==> src/verilog/perf_monitor_defs.svh <==
// Purpose: offsets, field positions, reset values and timing for the counter map
// Assumes: indirect offsets are byte indexes on a 7-bit indirect address
// Notes: definitions only
`ifndef PERF_MONITOR_DEFS_SVH
`define PERF_MONITOR_DEFS_SVH

`define FRAME_ALIGN_CHANGE_OFS      7'h04
`define OUT_OF_FRAME_OFS            7'h05
`define PATTERN_ERROR_LOW_OFS       7'h06
`define PATTERN_ERROR_HIGH_OFS      7'h07
`define LINE_VIOLATION_LOW_OFS      7'h08
`define LINE_VIOLATION_HIGH_OFS     7'h09
`define NATIONAL_CRC_LOW_OFS        7'h0A
`define NATIONAL_CRC_HIGH_OFS       7'h0B
`define FAR_BLOCK_LOW_OFS           7'h0C
`define FAR_BLOCK_HIGH_OFS          7'h0D
`define NATIONAL_FAR_BLOCK_LOW_OFS  7'h0E
`define NATIONAL_FAR_BLOCK_HIGH_OFS 7'h0F

// upper two bits of a 10-bit count sit at bits 5:4 of the high byte
`define TEN_BIT_HIGH_LSB            4
`define REG_RESET_VALUE             8'h00
`define UNMAPPED_READ_VALUE         8'h00

`define SNAPSHOT_PERIOD_NS          1000000000
`define CLK_PERIOD_NS               5
`define SNAPSHOT_PERIOD_CYCLES      (`SNAPSHOT_PERIOD_NS / `CLK_PERIOD_NS)

`endif

==> src/verilog/perf_monitor_pkg.sv <==
// Purpose: types shared by the performance monitor counter map
// Assumes: nothing beyond the defs header
// Notes: counts_t field widths follow the mapped counter widths
package perf_monitor_pkg;

    typedef struct packed {
        logic       frame_align_change;
        logic       out_of_frame;
        logic       pattern_error;
        logic       bipolar_violation;
        logic       code_violation;
        logic       national_crc_error;
        logic       far_block_error;
        logic       national_far_block;
    } event_pulses_t;

    typedef struct packed {
        logic [2:0]  frame_align_change_count;
        logic [4:0]  out_of_frame_count;
        logic [15:0] pattern_error_count;
        logic [15:0] line_violation_count;
        logic [9:0]  national_crc_error_count;
        logic [9:0]  far_block_error_count;
        logic [9:0]  national_far_block_count;
    } counts_t;

    typedef struct packed {
        logic [6:0] addr;
        logic       rd;
        logic       wr;
        logic [7:0] wdata;
    } ind_req_t;

endpackage

==> src/verilog/performance_monitor.sv <==
// Purpose: performance monitor counter map, indirect offsets 04h to 0Fh
// Assumes: event pulses are one clk wide and synchronous to clk
// Notes: live counters run freely; the map shows the last snapshot
// How it works
// - offset 04h shows 3-bit frame-alignment-change count
// - offset 05h shows 5-bit out-of-frame count
// - 16-bit pattern error count at 06h/07h
// - line count: bipolar (AMI) or code violations (HDB3)
// - 10-bit national CRC count at 0Ah/0Bh
// - 10-bit far-end block count at 0Ch/0Dh
// - 10-bit national far-end block count 0Eh/0Fh
// - count LSB at bit 0 of low byte
// - ten-bit counts: bits 9:8 at 5:4, rest reserved
// - trigger rising edge refreshes whole map together
// - auto enable refreshes map once per second
`timescale 1ns/1ps
`include "perf_monitor_defs.svh"

module performance_monitor #(
    parameter int unsigned SNAPSHOT_PERIOD_CYCLES = `SNAPSHOT_PERIOD_CYCLES
) (
    input  wire logic                          clk,                  // 200 MHz clock
    input  wire logic                          srst,                 // sync reset, high
    input  wire perf_monitor_pkg::event_pulses_t events,             // one-cycle event pulses
    input  wire logic                          hdb3_select,          // 1 HDB3, 0 AMI decoding
    input  wire logic                          snapshot_trigger,     // refresh on 0 to 1
    input  wire logic                          auto_snapshot_enable, // refresh every second
    input  wire perf_monitor_pkg::ind_req_t    ind_req,              // indirect access request
    output logic [7:0]                         ind_rdata,            // read data, registered
    output logic                               ind_ack,              // access done pulse
    output logic                               snapshot_taken        // map refreshed pulse
);

    localparam logic [31:0] PERIOD_LAST = 32'(SNAPSHOT_PERIOD_CYCLES - 1);

    // saturating increment: wrap would make a busy interval look quiet
    function automatic logic [15:0] bump(input logic [15:0] value,
                                         input logic [15:0] max_value,
                                         input logic        hit);
        bump = (hit && value != max_value) ? 16'(value + 16'h0001) : value;
    endfunction

    // restart value at a snapshot keeps an event landing in that cycle
    function automatic logic [15:0] restart(input logic hit);
        restart = hit ? 16'h0001 : 16'h0000;
    endfunction

    function automatic logic [7:0] ten_high(input logic [9:0] count);
        ten_high = {2'b00, count[9:8], 4'h0};
    endfunction

    function automatic logic [7:0] map_byte(input logic [6:0]                addr,
                                            input perf_monitor_pkg::counts_t snap);
        case (addr)
            `FRAME_ALIGN_CHANGE_OFS:      map_byte = {5'h00, snap.frame_align_change_count};
            `OUT_OF_FRAME_OFS:            map_byte = {3'h0, snap.out_of_frame_count};
            `PATTERN_ERROR_LOW_OFS:       map_byte = snap.pattern_error_count[7:0];
            `PATTERN_ERROR_HIGH_OFS:      map_byte = snap.pattern_error_count[15:8];
            `LINE_VIOLATION_LOW_OFS:      map_byte = snap.line_violation_count[7:0];
            `LINE_VIOLATION_HIGH_OFS:     map_byte = snap.line_violation_count[15:8];
            `NATIONAL_CRC_LOW_OFS:        map_byte = snap.national_crc_error_count[7:0];
            `NATIONAL_CRC_HIGH_OFS:       map_byte = ten_high(snap.national_crc_error_count);
            `FAR_BLOCK_LOW_OFS:           map_byte = snap.far_block_error_count[7:0];
            `FAR_BLOCK_HIGH_OFS:          map_byte = ten_high(snap.far_block_error_count);
            `NATIONAL_FAR_BLOCK_LOW_OFS:  map_byte = snap.national_far_block_count[7:0];
            `NATIONAL_FAR_BLOCK_HIGH_OFS: map_byte = ten_high(snap.national_far_block_count);
            default:                      map_byte = `UNMAPPED_READ_VALUE;
        endcase
    endfunction

    // refresh timing state
    logic        trigger_prev;
    logic        next_trigger_prev;
    logic [31:0] period_count;
    logic [31:0] next_period_count;
    logic        trigger_edge;
    logic        period_tick;
    logic        take;
    logic        next_snapshot_taken;

    assign trigger_edge = snapshot_trigger & ~trigger_prev;
    assign period_tick  = auto_snapshot_enable && (period_count == PERIOD_LAST);
    assign take         = trigger_edge | period_tick;

    always_comb begin
        next_trigger_prev   = snapshot_trigger;
        next_snapshot_taken = take;
        if (!auto_snapshot_enable || period_tick) begin
            next_period_count = 32'h0000_0000;
        end else begin
            next_period_count = 32'(period_count + 32'h0000_0001);
        end
    end

    always_ff @(posedge clk) begin
        if (srst) begin
            trigger_prev   <= 1'b0;
            period_count   <= 32'h0000_0000;
            snapshot_taken <= 1'b0;
        end else begin
            trigger_prev   <= next_trigger_prev;
            period_count   <= next_period_count;
            snapshot_taken <= next_snapshot_taken;
        end
    end

    // live counters and snapshot
    perf_monitor_pkg::counts_t live;
    perf_monitor_pkg::counts_t next_live;
    perf_monitor_pkg::counts_t snap;
    perf_monitor_pkg::counts_t next_snap;
    logic                      line_hit;

    assign line_hit = hdb3_select ? events.code_violation : events.bipolar_violation;

    always_comb begin
        if (take) begin
            next_live.frame_align_change_count = 3'(restart(events.frame_align_change));
            next_live.out_of_frame_count       = 5'(restart(events.out_of_frame));
            next_live.pattern_error_count      = restart(events.pattern_error);
            next_live.line_violation_count     = restart(line_hit);
            next_live.national_crc_error_count = 10'(restart(events.national_crc_error));
            next_live.far_block_error_count    = 10'(restart(events.far_block_error));
            next_live.national_far_block_count = 10'(restart(events.national_far_block));
        end else begin
            next_live.frame_align_change_count = 3'(bump(
                {13'h0000, live.frame_align_change_count}, 16'h0007,
                events.frame_align_change));
            next_live.out_of_frame_count = 5'(bump(
                {11'h000, live.out_of_frame_count}, 16'h001F, events.out_of_frame));
            next_live.pattern_error_count = bump(
                live.pattern_error_count, 16'hFFFF, events.pattern_error);
            next_live.line_violation_count = bump(
                live.line_violation_count, 16'hFFFF, line_hit);
            next_live.national_crc_error_count = 10'(bump(
                {6'h00, live.national_crc_error_count}, 16'h03FF,
                events.national_crc_error));
            next_live.far_block_error_count = 10'(bump(
                {6'h00, live.far_block_error_count}, 16'h03FF, events.far_block_error));
            next_live.national_far_block_count = 10'(bump(
                {6'h00, live.national_far_block_count}, 16'h03FF,
                events.national_far_block));
        end
        // whole group copied in one cycle
        next_snap = take ? live : snap;
    end

    always_ff @(posedge clk) begin
        if (srst) begin
            live <= '0;
            snap <= '0;
        end else begin
            live <= next_live;
            snap <= next_snap;
        end
    end

    // indirect access port
    logic [7:0] next_ind_rdata;
    logic       next_ind_ack;

    always_comb begin
        next_ind_ack   = ind_req.rd | ind_req.wr;
        next_ind_rdata = ind_rdata;
        if (ind_req.rd) begin
            next_ind_rdata = map_byte(ind_req.addr, snap);
        end
    end

    always_ff @(posedge clk) begin
        if (srst) begin
            ind_rdata <= `REG_RESET_VALUE;
            ind_ack   <= 1'b0;
        end else begin
            ind_rdata <= next_ind_rdata;
            ind_ack   <= next_ind_ack;
        end
    end

endmodule // performance_monitor

==> config.mk <==
export PLATFORM = sky130hd
export DESIGN_NAME = performance_monitor
export DESIGN_NICKNAME = d
export VERILOG_FILES = /design/src/verilog/perf_monitor_pkg.sv /design/src/verilog/performance_monitor.sv
export VERILOG_INCLUDE_DIRS = /design/src /design/src/verilog
export SDC_FILE = /design/constraint.sdc
export NUM_CORES = 1
export LEC_CHECK = 0
export ABC_AREA = 1
export ABC_CLOCK_PERIOD_IN_PS = 1770
export BUFFER_PORTS_ARGS = -buffer_cell sky130_fd_sc_hd__buf_2
export CAP_MARGIN = 20
export CORE_ASPECT_RATIO = 1.25
export CORE_MARGIN = 2
export CORE_UTILIZATION = 31
export CTS_BUF_LIST = sky130_fd_sc_hd__clkbuf_16
export DETAILED_ROUTE_END_ITERATION = 7
export SYNTH_ARGS = -nofsm -noshare
export SYNTH_HDL_FRONTEND = slang
export SYNTH_SLANG_ARGS = --single-unit
export TNS_END_PERCENT = 5
==> constraint.sdc <==
create_clock -name clk -period 1.77 [get_ports clk]
set_input_delay 0.2655 -clock clk [delete_from_list [all_inputs] [get_ports clk]]
set_output_delay 0.2655 -clock clk [all_outputs]
set_load 0.05 [all_outputs]
==> impl_metrics.tcl <==
set metrics [dict create \
    status "finished, final reports clean" \
    r2r-start "period_count[5]$_SDFF_PP0_" \
    min_path_type "input port to flop" \
    ff2ff_path_depth 11 \
    fmax_mhz 605 \
    drcViolationCount 0 \
    die_y_um 190 \
    worstMarginPinSlew_ns 0.408 \
    setup_viol 0 \
    htreeDepth 4 \
    post-route-period-util_pct 93.4 \
    synth_top_area_cell "dfxtp_1" \
    grt_first_pass_wirelength_um 35800 \
    grt_max_degree 64 \
    wl_met3_um 620 \
    die_x_um 153 \
    yosys.area.top_type_share_pct 42.6 \
    irDropWorstVdd_mv 0.453 \
    crit_type "flop to flop" \
    cts.sinks 183 \
    fin_ws_ns 0.116 \
    syn_inst 1298 \
    path_max_fanout 10 \
    clk_latency_ns 0.44 \
    power_density_nw_per_um2 825 \
    antenna_found_initial 0 \
    syn_nets 1338 \
    ys_seq_area_share_pct 42.6 \
    path_clk_slew_ns 0.08 \
    wl_met1_um 9710 \
    r2r_setup_slack_ns 0.12 \
    wl_met2_um 10800 \
    grtUsageTotal_pct 15.0 \
    clock_tree.root_cell "clkbuf_16" \
    drive_gt1_share_pct 13.7 \
    synthToLayoutAreaGrowth_pct 22.5 \
    hold_buffers 0 \
    drtIter0Drc 429 \
    cp.required_ns 2.11 \
    fin_skew_ns 0.0115 \
    synthesis.area_sq_um 8600 \
    hold_violations 0 \
    leakagePower_nw 4.31 \
    detail_route.wl_per_cell_um 12.3 \
    finalWirelength_um 21700 \
    portBuffers 31 \
    die_area_sq_um 29100 \
    ys_types 31 \
    final_nets 1435 \
    fp-row-count 68 \
    holdPathStages 3 \
    fin_crit_ns 1.65 \
    cp_data_arrival_time_ns 1.99 \
    core_area_sq_um 27500 \
    hold_start "ind_req[8]" \
    grt_pass1_vias 7597 \
    worstHoldEndpoint "ind_ack$_SDFF_PP0_" \
    holdWs_ns 0.0256 \
    vias_per_cell 4.62 \
    finalPower_w 0.00869 \
    dr.pass1.iters 5 \
    ys_warn_count 0 \
    cts_made_buffers 17 \
    dp_slack_ns -0.0341 \
    maxSlewViolCount 0 \
    start_util_pct 31.3 \
    r2r-end "live[25]$_SDFFE_PP0P_" \
    rsz0062_at_grt "true" \
    maxCapViolations 0 \
    overflow 0 \
    endpoint_kind "flop" \
    cts_tree "done" \
    via_count 8129 \
    highest_layer "met4" \
    cts_buffer_depth 2 \
    globalplace.congestion 0.903 \
    slew_headroom_pct 72.6 \
    dpl.hpwl_um 16100 \
    antenna_left 0 \
    critPathLaunchType "flop" \
    synth_area_per_cell_sq_um 6.62 \
    synth_seq_cells 183 \
    fill_cells 2919 \
    io_pins 40 \
    synthTopCellsByArea "dfxtp_1 43%, nand2_1 17%, nor2_1 8.9%" \
]
-- cell usage after synthesis, drive strengths merged --
cell type / n
and3: 1
o21a: 1
inv: 138
o21ai: 84
nand3b: 5
clkbuf: 7
or2: 11
nand4: 17
xor2: 8
ha: 10
nor3: 48
nand2: 386
nand3: 124
a21oi: 33
dfxtp: 183
nor2: 209
buf: 25
xnor2: 5
and2: 2
nor3b: 1
-- per-stage QoR --
step                cell area [sq um]  util, %  TNS [ns]  std cells
floorplan                        8600        -         0       1298
global placement                 9700     35.3         0       1718
detailed placement               9700     35.3     -1.01       1718
CTS                             10300     37.6         0       1750
global route                    10500     38.3   -0.0417       1758
finish                          10500     38.3         0       1759
-- placed cells by master, fill, tap and decap left out, types with 2 or more instances in the layout --
cell type	n
a21oi_1	33
and2_1	2
buf_12	14
buf_2	31
buf_4	62
bufinv_16	2
clkbuf_16	19
clkinv_1	2
clkinv_4	2
dfxtp_1	176
dfxtp_2	7
ha_1	8
inv_1	133
inv_2	4
inv_6	3
inv_8	5
nand2_1	378
nand2_2	6
nand2_4	2
nand3_1	122
nand3_4	2
nand3b_1	5
nand4_1	17
nor2_1	196
nor2_2	7
nor2_4	6
nor3_1	44
nor3_2	4
o21ai_0	22
o21ai_1	60
o21ai_2	2
or2_2	9
xnor2_1	5
xor2_1	8
-- sequential cells by signal (all words and copies together) (netlist names) --
name,cells
live,70
period_count,32
snap,70
trigger_prev,1
snapshot_taken,1
ind_ack,1
ind_rdata,8
-- kinds of logic (layout without fill, tap and decap cells) --
kind of cell    after synthesis  count (layout)  share of synthesized area, %
simple gates                804             804                          39.2
flops                       183             183                          42.6
buf+inv                     170             280                          8.44
compound gates              118             118                          6.99
xor+xnor                     13              13                          1.32
fa+ha+maj                    10              10                          1.46
other cells                   0               1                             0
-- layer usage --
layer / track usage (%) / up-vias
met4: 5.59 / 0
met1: 17.7 / 3640
li1: - / 4325
met3: 2.85 / 42
met2: 27.0 / 122
met5: 0 / -
-- how the worst max path moves through the flow --
stage                               startpoint                          end  slack [ns]
detailed placement  period_count[0]$_SDFF_PP0_         snap[7]$_SDFFE_PP0N_       -0.03
floorplan                live[62]$_SDFFE_PP0P_        live[65]$_SDFFE_PP0P_        0.06
global placement    period_count[0]$_SDFF_PP0_        snap[52]$_SDFFE_PP0N_       0.006
CTS                 period_count[0]$_SDFF_PP0_        snap[41]$_SDFFE_PP0N_        0.01
finish              period_count[5]$_SDFF_PP0_        live[25]$_SDFFE_PP0P_        0.12
global route        period_count[0]$_SDFF_PP0_  period_count[29]$_SDFF_PP0_       -0.01
-- layout make-up --
| type | count | area [sq um] | area share (%) |
|---|---|---|---|
| antenna | 1 | 2.50 | 0.0238 |
| sequential | 183 | 3670 | 34.9 |
| timing repair buffer | 110 | 962 | 9.14 |
| multi-input combinational | 945 | 4330 | 41.1 |
| clock buffer | 17 | 425 | 4.04 |
| inverter | 138 | 520 | 4.94 |
| tap | 350 | 438 | 4.16 |
| clock inverter | 15 | 184 | 1.75 |
-- power breakdown --
part	internal, W	switching (W)
Sequential	0.00416	0.0000296
Combinational	0.000223	0.000329
Clock	0.00215	0.00180
-- critical path: stages (launching register included) --
cell and delay, ns:
dfxtp_1 0.38, nand2_2 0.10, nor2_4 0.17, nand2_4 0.08
nor2_4 0.11, nand3_4 0.10, nand2_4 0.11, nor2_4 0.06
buf_4 0.15, clkbuf_16 0.16, o21ai_0 0.07, nor2_1 0.05
-- repair_timing --
item	CTS	global route
setup endpoints to repair	89	131
cloned	0	2
hold endpoints to repair	0	0
buffers inserted	0	6
pin swaps	0	10
resized for setup	3	35
No activity file was read; power rests on OpenSTA's default activity.
